## config.mk

```make
export PLATFORM = sky130hd
export DESIGN_NAME = ptc_timing_cfg
export DESIGN_NICKNAME = d
export VERILOG_FILES = /design/src/verilog/ptc_pkg.sv /design/src/verilog/ptc_src_sched.sv /design/src/verilog/ptc_timing_cfg.sv
export SDC_FILE = /design/constraint.sdc
export NUM_CORES = 1
export LEC_CHECK = 0
export CAP_MARGIN = 15
export CELL_PAD_IN_SITES_DETAIL_PLACEMENT = 0
export CELL_PAD_IN_SITES_GLOBAL_PLACEMENT = 2
export CORE_MARGIN = 2
export CORE_UTILIZATION = 42
export CTS_BUF_LIST = sky130_fd_sc_hd__clkbuf_2 sky130_fd_sc_hd__clkbuf_4 sky130_fd_sc_hd__clkbuf_8
export DETAILED_ROUTE_END_ITERATION = 12
export DONT_BUFFER_PORTS = 1
export HOLD_SLACK_MARGIN = 0.12
export PLACE_DENSITY = 0.95
export SETUP_SLACK_MARGIN = 0.15
export SLEW_MARGIN = 10
export SYNTH_ARGS = -nofsm -noshare
export SYNTH_HDL_FRONTEND = slang
export SYNTH_SLANG_ARGS = --single-unit
```

## constraint.sdc

```tcl
create_clock -name clk_i -period 3.4 [get_ports clk_i]
set_input_delay 0.17 -clock clk_i [delete_from_list [all_inputs] [get_ports clk_i]]
set_output_delay 0.17 -clock clk_i [all_outputs]
set_load 0.1 [all_outputs]
```

## src/verilog/ptc_pkg.sv

```systemverilog
// ptc_pkg: register map, field layout, reset values and timing counts for protocol timing config
`default_nettype none
package ptc_pkg;
   // ======================================================================
   // register offsets
   localparam logic [7:0] COMM_TIMING_OFF = 8'h22;
   localparam logic [7:0] CHIP_BIT_OFF = 8'h23;
   localparam logic [7:0] SRC_ZERO_OFF = 8'h1A;
   localparam logic [7:0] SRC_ONE_OFF = 8'h1B;
   // ======================================================================
   // reset values
   localparam logic [7:0] COMM_TIMING_RST = 8'h00;
   localparam logic [7:0] CHIP_BIT_RST = 8'h00;
   localparam logic [7:0] SRC_RST = 8'h00;
   // ======================================================================
   // field positions
   localparam int CAL_EN_BIT = 0;
   localparam int CRM_LSB = 1;
   localparam int CAL_RST_BIT = 3;
   localparam int TRAIN_SEL_BIT = 4;
   localparam int PERIOD_LSB = 5;
   localparam int CHIP_LSB = 0;
   localparam int SS_EN_BIT = 4;
   localparam int SRC_EN_BIT = 7;
   // ======================================================================
   // protocol type codes
   localparam logic [3:0] PROTO_DSI3 = 4'h0;
   localparam logic [3:0] PROTO_PSI5 = 4'h1;
   // ======================================================================
   // timing: clock rate and periods
   localparam int CLK_MHZ = 250;
   localparam int PERIOD_US_0 = 100;
   localparam int PERIOD_US_1 = 125;
   localparam int PERIOD_US_2 = 250;
   localparam int PERIOD_US_3 = 333;
   localparam int PERIOD_US_4 = 500;
   localparam int PERIOD_US_5 = 800;
   localparam int PERIOD_US_6 = 1000;
   localparam int PERIOD_US_7 = 2000;
   localparam int BIT_NS_FAST = 5300;
   localparam int BIT_NS_SLOW = 8000;
   localparam int BIT_CYC_FAST = BIT_NS_FAST * CLK_MHZ / 1000;
   localparam int BIT_CYC_SLOW = BIT_NS_SLOW * CLK_MHZ / 1000;
   localparam logic [3:0] CHIP_SLOW_MIN = 4'h8;
   // ======================================================================
   // types
   typedef enum logic [1:0] {PTC_ASYNC, PTC_SYNC, PTC_DAISY} ptc_tx_mode_t;
   typedef enum logic [1:0] {PTC_HOLD, PTC_TRAIN, PTC_DEFAULT} ptc_osc_t;
endpackage : ptc_pkg
`default_nettype wire

```

## src/verilog/ptc_src_sched.sv

```systemverilog
// ptc_src_sched: psi5 source word selection per transmission mode
`timescale 1ns/1ns
`default_nettype none
module ptc_src_sched (
   input wire logic clk_i,
   input wire logic sys_rst_i,
   input wire logic psi5_i,
   input wire ptc_pkg::ptc_tx_mode_t mode_i,
   input wire logic src0_en_i,
   input wire logic src1_en_i,
   input wire logic async_tick_i,
   input wire logic start0_tick_i,
   input wire logic start1_tick_i,
   input wire logic daisy_tick_i,
   output logic send_zero_o,
   output logic send_one_o
);
   // ======================================================================
   // send decision
   always_ff @(posedge clk_i) begin
      if (sys_rst_i) begin
         send_zero_o <= 1'b0;
         send_one_o <= 1'b0;
      end else begin
         send_zero_o <= 1'b0;
         send_one_o <= 1'b0;
         if (psi5_i) begin
            case (mode_i)
               ptc_pkg::PTC_ASYNC: begin
                  send_zero_o <= async_tick_i;
               end
               ptc_pkg::PTC_SYNC: begin
                  send_zero_o <= src0_en_i & start0_tick_i;
                  send_one_o <= src1_en_i & start1_tick_i;
               end
               ptc_pkg::PTC_DAISY: begin
                  send_zero_o <= daisy_tick_i;
               end
               default: begin
                  send_zero_o <= 1'b0;
               end
            endcase
         end
      end
   end

   a_async_no_one: assert property (@(posedge clk_i) disable iff (sys_rst_i)
      (psi5_i && mode_i == ptc_pkg::PTC_ASYNC) |=> !send_one_o)
      else $error("source one sent in async mode");
   a_sync_disabled: assert property (@(posedge clk_i) disable iff (sys_rst_i)
      (psi5_i && mode_i == ptc_pkg::PTC_SYNC && !src0_en_i) |=> !send_zero_o)
      else $error("disabled source zero sent");
endmodule : ptc_src_sched
`default_nettype wire

```

## src/verilog/ptc_timing_cfg.sv

```systemverilog
// ptc_timing_cfg: timing and chip time configuration registers with oscillator training control
//
// Function
// - psi5 sends source words per mode: async, sync or daisy chain
// - timing register read/write at 0x22, parity protected
// - timing register accessible only in dsi3 or psi5 diagnostic mode
// - period code bits 7:5 selects 100 to 2000 us
// - period used only for training, only with calibration enabled
// - dsi3 collection commands answered whatever timing register holds
// - psi5 sync pulses answered whatever timing register holds
// - no training in psi5 async, diagnostic, or daisy command phase
// - select 0 trains dsi3 for type 0, psi5 for type 1, else none
// - cmd/resp period bits 2:1 gives 1,2,4,8 collection periods
// - in psi5 cmd/resp field stored but unused
// - calibration enable trains oscillator regardless of reset bit
// - disabled, reset 0: hold last trained value
// - disabled, reset 1: return to untrained default
// - chip time register at 0x23: bit 4 simultaneous, bits 3:0 chip code
// - chip time register accessible only in psi5 diagnostic mode
// - psi5 chip codes 0-7 give 5.3 us, 8-15 give 8.0 us
// - simultaneous bit 0 latency from slot, 1 from sync pulse
`timescale 1ns/1ns
`default_nettype none
module ptc_timing_cfg #(
   parameter int ADDR_W = 8,
   parameter int DATA_W = 8
) (
   input wire logic clk_i,
   input wire logic sys_rst_i,
   input wire logic [ADDR_W-1:0] reg_addr_i,
   input wire logic reg_wr_i,
   input wire logic reg_rd_i,
   input wire logic [DATA_W-1:0] reg_wdata_i,
   input wire logic [3:0] protocol_type_i,
   input wire logic psi5_diag_i,
   input wire logic psi5_daisy_cmd_i,
   input wire ptc_pkg::ptc_tx_mode_t psi5_mode_i,
   input wire logic async_tick_i,
   input wire logic start0_tick_i,
   input wire logic start1_tick_i,
   input wire logic daisy_tick_i,
   input wire logic frame_pulse_i,
   output logic [DATA_W-1:0] reg_rdata_o,
   output logic reg_rvalid_o,
   output logic reg_denied_o,
   output logic parity_err_o,
   output logic train_active_o,
   output logic train_psi5_o,
   output logic osc_reset_o,
   output logic [3:0] osc_trim_o,
   output logic [2:0] collection_period_code_o,
   output logic [3:0] period_mult_o,
   output logic [12:0] bit_cycles_o,
   output logic sync_latency_o,
   output logic send_zero_o,
   output logic send_one_o
);
   // ======================================================================
   // elaboration checks
   if (DATA_W != 8) begin : g_bad_data_w
      $error("data width must be 8");
   end
   if (ADDR_W < 6) begin : g_bad_addr_w
      $error("address width too small");
   end

   // ======================================================================
   // helpers
   function automatic logic parity8(input logic [7:0] v);
      parity8 = ^v;
   endfunction : parity8

   logic is_dsi3;
   logic is_psi5;
   logic hit_timing;
   logic hit_chip;
   logic hit_src0;
   logic hit_src1;
   logic allow_timing;
   logic allow_chip;
   assign is_dsi3 = protocol_type_i == ptc_pkg::PROTO_DSI3;
   assign is_psi5 = protocol_type_i == ptc_pkg::PROTO_PSI5;
   assign hit_timing = reg_addr_i == ADDR_W'(ptc_pkg::COMM_TIMING_OFF);
   assign hit_chip = reg_addr_i == ADDR_W'(ptc_pkg::CHIP_BIT_OFF);
   assign hit_src0 = reg_addr_i == ADDR_W'(ptc_pkg::SRC_ZERO_OFF);
   assign hit_src1 = reg_addr_i == ADDR_W'(ptc_pkg::SRC_ONE_OFF);
   assign allow_timing = is_dsi3 | (is_psi5 & psi5_diag_i);
   assign allow_chip = is_psi5 & psi5_diag_i;

   // ======================================================================
   // registers with parity
   logic [7:0] comm_timing_config_q;
   logic [7:0] chip_bit_time_config_q;
   logic [7:0] source_ident_zero_q;
   logic [7:0] source_ident_one_q;
   logic [3:0] par_q;

   always_ff @(posedge clk_i) begin
      if (sys_rst_i) begin
         comm_timing_config_q <= ptc_pkg::COMM_TIMING_RST;
         chip_bit_time_config_q <= ptc_pkg::CHIP_BIT_RST;
         source_ident_zero_q <= ptc_pkg::SRC_RST;
         source_ident_one_q <= ptc_pkg::SRC_RST;
         par_q <= 4'h0;
      end else if (reg_wr_i && allow_timing) begin
         if (hit_timing) begin
            comm_timing_config_q <= reg_wdata_i;
            par_q[0] <= parity8(reg_wdata_i);
         end
         if (hit_src0) begin
            source_ident_zero_q <= reg_wdata_i;
            par_q[2] <= parity8(reg_wdata_i);
         end
         if (hit_src1) begin
            source_ident_one_q <= reg_wdata_i;
            par_q[3] <= parity8(reg_wdata_i);
         end
         if (hit_chip && allow_chip) begin
            chip_bit_time_config_q <= reg_wdata_i;
            par_q[1] <= parity8(reg_wdata_i);
         end
      end
   end

   // ======================================================================
   // read path
   always_ff @(posedge clk_i) begin
      if (sys_rst_i) begin
         reg_rdata_o <= 8'h00;
         reg_rvalid_o <= 1'b0;
         reg_denied_o <= 1'b0;
      end else begin
         reg_rvalid_o <= 1'b0;
         reg_denied_o <= 1'b0;
         reg_rdata_o <= 8'h00;
         if (reg_rd_i || reg_wr_i) begin
            if (hit_chip) begin
               reg_denied_o <= !allow_chip;
            end else if (hit_timing || hit_src0 || hit_src1) begin
               reg_denied_o <= !allow_timing;
            end
         end
         if (reg_rd_i) begin
            reg_rvalid_o <= 1'b1;
            if (hit_timing && allow_timing) begin
               reg_rdata_o <= comm_timing_config_q;
            end else if (hit_chip && allow_chip) begin
               reg_rdata_o <= chip_bit_time_config_q;
            end else if (hit_src0 && allow_timing) begin
               reg_rdata_o <= source_ident_zero_q;
            end else if (hit_src1 && allow_timing) begin
               reg_rdata_o <= source_ident_one_q;
            end
         end
      end
   end

   // array check
   always_ff @(posedge clk_i) begin
      if (sys_rst_i) begin
         parity_err_o <= 1'b0;
      end else begin
         parity_err_o <= (parity8(comm_timing_config_q) != par_q[0]) |
            (parity8(chip_bit_time_config_q) != par_q[1]) |
            (parity8(source_ident_zero_q) != par_q[2]) |
            (parity8(source_ident_one_q) != par_q[3]);
      end
   end

   // ======================================================================
   // oscillator training control
   logic cal_en;
   logic cal_rst;
   logic train_sel;
   logic train_ok;
   logic train_proto;
   assign cal_en = comm_timing_config_q[ptc_pkg::CAL_EN_BIT];
   assign cal_rst = comm_timing_config_q[ptc_pkg::CAL_RST_BIT];
   assign train_sel = comm_timing_config_q[ptc_pkg::TRAIN_SEL_BIT];
   assign train_proto = !train_sel & (is_dsi3 | is_psi5);
   assign train_ok = is_dsi3 | (is_psi5 & !psi5_diag_i & !psi5_daisy_cmd_i &
      psi5_mode_i != ptc_pkg::PTC_ASYNC);

   ptc_pkg::ptc_osc_t osc_q;
   always_ff @(posedge clk_i) begin
      if (sys_rst_i) begin
         osc_q <= ptc_pkg::PTC_HOLD;
         osc_trim_o <= 4'h0;
      end else begin
         case ({cal_en, cal_rst})
            2'b10, 2'b11: begin
               osc_q <= ptc_pkg::PTC_TRAIN;
               if (train_ok && train_proto && frame_pulse_i) begin
                  osc_trim_o <= osc_trim_o + 4'h1;
               end
            end
            2'b01: begin
               osc_q <= ptc_pkg::PTC_DEFAULT;
               osc_trim_o <= 4'h0;
            end
            2'b00: begin
               osc_q <= ptc_pkg::PTC_HOLD;
            end
            default: begin
               osc_q <= ptc_pkg::PTC_HOLD;
            end
         endcase
      end
   end

   always_ff @(posedge clk_i) begin
      if (sys_rst_i) begin
         train_active_o <= 1'b0;
         train_psi5_o <= 1'b0;
         osc_reset_o <= 1'b0;
         collection_period_code_o <= 3'h0;
         period_mult_o <= 4'h1;
      end else begin
         train_active_o <= cal_en & train_ok & train_proto;
         train_psi5_o <= train_proto & is_psi5;
         osc_reset_o <= osc_q == ptc_pkg::PTC_DEFAULT;
         // period code only presented while calibration enabled
         collection_period_code_o <= cal_en ? comm_timing_config_q[ptc_pkg::PERIOD_LSB +: 3] : 3'h0;
         // multiple only meaningful in dsi3
         period_mult_o <= is_dsi3 ? 4'(4'h1 << comm_timing_config_q[ptc_pkg::CRM_LSB +: 2]) : 4'h1;
      end
   end

   // ======================================================================
   // chip time and latency
   always_ff @(posedge clk_i) begin
      if (sys_rst_i) begin
         bit_cycles_o <= 13'(ptc_pkg::BIT_CYC_FAST);
         sync_latency_o <= 1'b0;
      end else begin
         bit_cycles_o <= (chip_bit_time_config_q[ptc_pkg::CHIP_LSB +: 4] >= ptc_pkg::CHIP_SLOW_MIN) ?
            13'(ptc_pkg::BIT_CYC_SLOW) : 13'(ptc_pkg::BIT_CYC_FAST);
         sync_latency_o <= is_psi5 & chip_bit_time_config_q[ptc_pkg::SS_EN_BIT];
      end
   end

   // ======================================================================
   // psi5 source scheduling; sync and collection answered independent of timing config
   ptc_src_sched u_sched (
      .clk_i(clk_i),
      .sys_rst_i(sys_rst_i),
      .psi5_i(is_psi5),
      .mode_i(psi5_mode_i),
      .src0_en_i(source_ident_zero_q[ptc_pkg::SRC_EN_BIT]),
      .src1_en_i(source_ident_one_q[ptc_pkg::SRC_EN_BIT]),
      .async_tick_i(async_tick_i),
      .start0_tick_i(start0_tick_i),
      .start1_tick_i(start1_tick_i),
      .daisy_tick_i(daisy_tick_i),
      .send_zero_o(send_zero_o),
      .send_one_o(send_one_o)
   );

   // ======================================================================
   // checks
   a_chip_locked: assert property (@(posedge clk_i) disable iff (sys_rst_i)
      (reg_wr_i && hit_chip && !allow_chip) |=> $stable(chip_bit_time_config_q))
      else $error("chip time written outside diagnostic mode");
   a_timing_locked: assert property (@(posedge clk_i) disable iff (sys_rst_i)
      (reg_wr_i && hit_timing && !allow_timing) |=> $stable(comm_timing_config_q))
      else $error("timing written while locked");
   a_timing_write: assert property (@(posedge clk_i) disable iff (sys_rst_i)
      (reg_wr_i && hit_timing && allow_timing) |=> comm_timing_config_q == $past(reg_wdata_i))
      else $error("timing write lost");
   a_no_train_async: assert property (@(posedge clk_i) disable iff (sys_rst_i)
      (is_psi5 && psi5_mode_i == ptc_pkg::PTC_ASYNC) |=> !train_active_o)
      else $error("training in async mode");
   a_default_trim: assert property (@(posedge clk_i) disable iff (sys_rst_i)
      (!cal_en && cal_rst) |=> osc_trim_o == 4'h0)
      else $error("trim not reset");
   a_hold_trim: assert property (@(posedge clk_i) disable iff (sys_rst_i)
      (!cal_en && !cal_rst && !$past(cal_en)) |=> $stable(osc_trim_o))
      else $error("trim changed while held");
   a_period_gate: assert property (@(posedge clk_i) disable iff (sys_rst_i)
      !cal_en |=> collection_period_code_o == 3'h0)
      else $error("period used without calibration");
   a_bit_time: assert property (@(posedge clk_i) disable iff (sys_rst_i)
      chip_bit_time_config_q[3] |=> bit_cycles_o == 13'(ptc_pkg::BIT_CYC_SLOW))
      else $error("slow bit time wrong");
   a_sel_proto: assert property (@(posedge clk_i) disable iff (sys_rst_i)
      (train_sel || (!is_dsi3 && !is_psi5)) |=> !train_active_o)
      else $error("training with select set");
   a_read_denied: assert property (@(posedge clk_i) disable iff (sys_rst_i)
      (reg_rd_i && hit_chip && !allow_chip) |=> (reg_rvalid_o && reg_denied_o && reg_rdata_o == '0))
      else $error("locked chip time read not refused");
   a_trim_advance: assert property (@(posedge clk_i) disable iff (sys_rst_i)
      (cal_en && train_ok && train_proto && frame_pulse_i) |=> osc_trim_o == 4'($past(osc_trim_o) + 4'h1))
      else $error("trim did not advance while training");
   a_osc_default: assert property (@(posedge clk_i) disable iff (sys_rst_i)
      (!cal_en && cal_rst) |-> ##2 osc_reset_o)
      else $error("oscillator not returned to default");
   a_mult_psi5: assert property (@(posedge clk_i) disable iff (sys_rst_i)
      !is_dsi3 |=> period_mult_o == 4'h1)
      else $error("cmd resp period used outside dsi3");
   a_sync_answer: assert property (@(posedge clk_i) disable iff (sys_rst_i)
      (is_psi5 && psi5_mode_i == ptc_pkg::PTC_SYNC && source_ident_zero_q[ptc_pkg::SRC_EN_BIT] &&
      start0_tick_i) |=> send_zero_o)
      else $error("sync pulse not answered");
endmodule : ptc_timing_cfg
`default_nettype wire

```

# Word level (Yosys, flattened, before mapping)
# Cells that the tools add are included.
# Widths: inputs -> output; s select.
# word_totals
rom_bits,0
memories,0
register_bits,79
latchBits,0
mem_bits_rw,0
# classes
n_div,0
n_mul,0
n_reduce_logical,37
n_lt_le_gt_ge,1
bitwise,23
shifts,1
mux,12
eq_ne,16
add_sub_neg,1
# ops
cell,n
$reduce_xor 8->1,5
$mux 8,4
$eq 8x5->1 const B,2
$eq 8x6->1 const B,2
$reduce_or 2->1,6
$and 1x1->1,11
$mux 10,1
$reduce_and 2->1,5
$eq 2x2->1 const B,4
$pmux 4 s2,1
$logic_and 1x1->1,7
$not 1->1,6
$or 1x1->1,6
$pmux 2 s3,1
$logic_not 1->1,5
$add 4x1->4 const B,1
$eq 2x1->1 const B,2
$eq 4x1->1 const B,1
$ge 4x4->1 const B,1
$logic_not 2->1,2
$logic_not 4->1,1
$mux 4,1
$ne 1x1->1,4
$reduce_bool 2->1,2
other kinds (6),10

# Depth between registers and ports, before layout
# depth
word_depth,9
depth_mapped,8
mapped_depth_nobuf,6

# Cells and area by module
# Synthesis repeated with hierarchy kept, for this count alone.
# unflattened
hier_cells,348
area_unflattened_um2,3178.0
# by_module_without_submodules
module,instances,area_per_inst_um2,cells_per_inst,seq_area_each_um2
ptc_timing_cfg,1,3085.5,339,1321.3
ptc_src_sched,1,92.6,9,40.0

# Least setup slack after synthesis
# Ideal clock, no wire load.
# synth_path
kind,input to register
start,input protocol_type_i[1]
end,register par_q[3]
required_ps,3321
cell_stages,7
setup_time_ps,79
slack_ps,1729
n_path_buf,2
arrival_ps,1591
cell_sequence,or3_4 > buf_6 > nor4_4 > and3_1 > buf_6 > nor2_2 > a211oi_2
# synth_via
elab_chain_cells,5
word_cells_on_any_way,6
classes_between,eq/ne (1); bitwise (2); reduce/logical (3)
# synth_lines
item,line_no,rtl
"start, declared",ptc_timing_cfg.sv:34,"input wire logic [3:0] protocol_type_i,"
$eq 4x1->1,ptc_timing_cfg.sv:82,assign is_psi5 = protocol_type_i == ptc_pkg::PROTO_PSI5;
$and 1x1->1,ptc_timing_cfg.sv:87,assign allow_timing = is_dsi3 | (is_psi5 & psi5_diag_i);
$or 1x1->1 (*),ptc_timing_cfg.sv:87,
$logic_and 1x1->1 (*),ptc_timing_cfg.sv:105,end else if (reg_wr_i && allow_timing) begin
$reduce_and 2->1 (no line) (*),-,
"end signal, assigned",ptc_timing_cfg.sv:116,par_q[3] <= parity8(reg_wdata_i);
"end, declared",ptc_timing_cfg.sv:96,logic [3:0] par_q;
# Every way passes the cells marked *; elsewhere a longest branch is shown, timed or not.
# A chain may end at the register's enable or synchronous reset.

# Worst setup path after layout
# layout_path
start,input protocol_type_i[1]
end,register comm_timing_config_q[2]
# layout_via
elab_chain_cells,5
word_cells_on_any_way,6
classes_between,eq/ne (1); bitwise (2); reduce/logical (3)
# layout_lines
item,line_no,rtl
$eq 4x1->1,ptc_timing_cfg.sv:82,
$and 1x1->1,ptc_timing_cfg.sv:87,
$or 1x1->1 (*),ptc_timing_cfg.sv:87,
$logic_and 1x1->1 (*),ptc_timing_cfg.sv:105,
$reduce_and 2->1 (no line) (*),-,
"end signal, assigned",ptc_timing_cfg.sv:100,comm_timing_config_q <= ptc_pkg::COMM_TIMING_RST;
"end signal, assigned",ptc_timing_cfg.sv:107,comm_timing_config_q <= reg_wdata_i;
"end, declared",ptc_timing_cfg.sv:92,logic [7:0] comm_timing_config_q;
# Marked as above.

==> impl_metrics.toml <==
[finish]
syn_to_final_growth_pct = 13.02
finalNonFillerCells = 471
diodes = 0
drive_gt1_share_pct = 8.065
fin_nets = 403

[clock_network]
ctsResizeCount = 0
cts.sink_count = 68
cts.clk_slew.worst_paths_ns = 0.08
cts_buffers = 9
ctsRootBufferMaster = "clkbuf_8"
clk_latency_ns = 0.35
clk_path_buf_depth = 2
htree_num_levels = 3
cts_tree = "done"

[die]
dieArea_mm2 = 0.008263
die_width_um = 90.90
row_count = 31
pin_count = 74
start_util_pct = 43.50
coreArea_mm2 = 0.007292
die-height_um = 90.90

[worst_hold_path]
min_from = "reg_addr_i[3]"
min_path_cells = 3
whs_endpoint = "reg_denied_o$_SDFF_PP0_"
min_path_type = "in -> reg"

[worst_setup_path]
worstPathCellList = "or3_4, nor4_4, nand4_1, mux2i_1, nor2_1, dlygate4sd3_1"
critical_path_required_ns = 3.65
crit_path_start_kind = "input port"
end_kind = "flop"
r2r_cells = 3
worstSetupPathType = "in -> reg"
critPathSlowestCell = "nand4_1"
cp_max_fo = 10
path_buf_inv = 1
r2r_end = "osc_trim_o[3]$_SDFFE_PP0P_"
cp.arrival_ns = 2.51
crit_family = "simple AND/OR/NAND/NOR gates"
ff2ff_setup_slack_ns = 1.80
crit_path_max_incr_delay_ns = 0.63
r2r-start = "osc_trim_o[2]$_SDFFE_PP0P_"

[grt]
grt_pass1_vias = 2355
antenna_found_initial = 0
grt_usage_pct = 19.94
grt_overflow = 0
grt_max_degree = 46
grt_first_pass_wirelength_um = 12610

[route]
wirelength_um = 7895
drc = 0
drt_iter0_markers = 83
postRouteAntennaNets = 0
dr_total_vias = 2469
vias_per_cell = 5.242
dr.pass1.iters = 4
wl_per_cell_um = 16.76

[status]
run_status = "complete, no violations"

[pwr]
power.density_mw_per_mm2 = 461.6
power_leakage_uw = 0.001363
ir_drop_uv = 205.1

[logic_synthesis]
synthXorXnorAreaFrac_pct = 11.05
synth_largest_area_cell = "dfxtp_1"
synthFlopType = "dfxtp_1"
synthAdderAreaFrac_pct = 1.183
yosysMostFrequentCell = "dfxtp_1"
ys_seq_area_share_pct = 42.92
synth_compound_area_share_pct = 11.83
ys_ff_latch = 68
ys_types = 40
synthArstFlopShare_pct = 0
synth_top_area_share_pct = 42.92
synth_top_family_by_area = "simple AND/OR/NAND/NOR gates"
yosys-top-cells-area = "dfxtp_1 (43%), xnor2_1 (9.7%), nor2_1 (6.3%), mux2i_1 (5.7%), nand2_1 (4.5%)"
ys_warn_count = 0
syn_area_per_cell_um2 = 8.885
synth.cell_area_mm2 = 0.003172
synth_simple_gate_area_share_pct = 20.91
muxShareOfSynthArea_pct = 5.680
synth_edf_count = 0
synth_common_cells = "dfxtp_1 (68), nor2_1 (53), nand2_1 (38)"
syn_inst = 357

[place]
dp.cells = 435
post-dp-hpwl_um = 5440
portBuffers = 0
gp_congestion = 0.8171

[job]
maxCapViolations = 0

[sta]
rsz0062_at_grt = "no"
final_hold_viol_count = 0
setup_violations = 0
clock.fmax_ghz = 0.4414
finalClockSkew_ns = 0.009750
worst_pin_slew_ns = 1.108
fin_setup_tns_ns = 0
slew_headroom_pct = 26.47
finalMaxSlewViolations = 0
period_minus_slack_ns = 2.265
finalCritPeriodShare_pct = 66.63
layout make-up:
type	count	area, um^2
flip-flops and latches	68	1369
repair buffers	22	225.2
fillers	721	3707
inverters	5	18.77
clock buffers	9	123.9
well taps	99	123.9
clock inverters	7	98.84
multi-input cells	261	1625
placed cells by master (no fill, tap or decap), drive strengths merged, types with 2 or more instances in the layout:
cell	synthesis	routed
xnor2	35	35
nor3	5	5
a22oi	8	8
and3	6	6
mux2i	18	18
bufinv	0	2
and4	2	2
nor4	3	3
buf	19	3
o2bb2ai	8	8
conb	2	5
inv	5	6
a41oi	3	3
and2b	2	2
clkinv	0	3
o21ai	11	11
a21oi	27	27
ha	3	3
nand2b	5	5
and2	6	6
clkbuf	7	9
nand2	38	38
nand4b	2	2
dlygate4sd3	0	19
dfxtp	68	68
nand3	4	4
nor2	54	54
nor2b	2	2
xor2	5	5
nand4	2	2
metal layers:
layer	up-vias	GRT usage [%]	wire length, um
li1	1211	-	-
met1	1142	25.17	3355
met2	100	31.97	3706
met3	16	6.260	672
met4	0	7.449	162
met5	-	0	0
logic make-up (layout without fill, tap and decap cells):
kind of cell | after synthesis | after routing
xor gates and xnor gates | 40 | 40
DFF | 68 | 68
other | 2 | 5
AOI/OAI and AO/OA | 60 | 60
muxes | 18 | 18
and+or+nand+nor | 135 | 135
buffers and inverters | 31 | 43
adders and majority gates | 3 | 3
stage by stage:
step                total power (uW)  area (um^2)  setup WS [ns]  hold slack (ns)  util, %
finish                          1655         3585          1.135           0.1400    49.16
global placement               893.3         3152          1.151           0.2482    43.22
detailed placement             893.2         3152          1.081           0.2506    43.22
global route                    1709         3585         0.9895           0.1538    49.16
floorplan                      898.7         3183          1.729           0.3075        -
CTS                             1670         3585          1.193           0.1276    49.16
tightest hold or removal path: cells and delay by family:
| kind | cells | cell delay, ns |
|---|---|---|
| AOI/OAI and AO/OA | 1 | 0.16 |
| and+or+nand+nor | 2 | 0.13 |
registers in the layout, indices dropped and copies added, names as in the netlist:
name,cells
train_active_o,1
osc_reset_o,1
source_ident_zero_q,8
period_mult_o,4
comm_timing_config_q,8
u_sched.send_one_o,1
osc_q,2
bit_cycles_o,2
train_psi5_o,1
reg_rdata_o,8
chip_bit_time_config_q,8
u_sched.send_zero_o,1
parity_err_o,1
reg_rvalid_o,1
par_q,4
osc_trim_o,4
sync_latency_o,1
reg_denied_o,1
source_ident_one_q,8
collection_period_code_o,3
power by group:
part / switching [uW] / leakage [uW] / internal [uW]
logic: 70.3 / 0.000704 / 33.4
clock network: 332 / 0.000110 / 416
registers: 7.69 / 0.000548 / 795
worst max path at each step:
stage                             startpoint                                endpoint  depth (start not counted)
final                     protocol_type_i[1]    comm_timing_config_q[2]$_SDFFE_PP0P_                          6
after detailed placement       reg_addr_i[4]  chip_bit_time_config_q[2]$_SDFFE_PP0P_                          5
after global routing      protocol_type_i[1]    comm_timing_config_q[0]$_SDFFE_PP0P_                          6
after global placement         reg_addr_i[4]  chip_bit_time_config_q[6]$_SDFFE_PP0P_                          5
after CTS                 protocol_type_i[1]    comm_timing_config_q[0]$_SDFFE_PP0P_                          6
after floorplan           protocol_type_i[1]                   par_q[3]$_SDFFE_PP0P_                          7
what timing repair did:
| action | CTS | global route |
|---|---|---|
| setup buffers | 0 | 0 |
| hold buffers | 20 | 0 |
| hold endpoints to repair | 59 | 0 |
No activity file was read; power rests on OpenSTA's default activity.
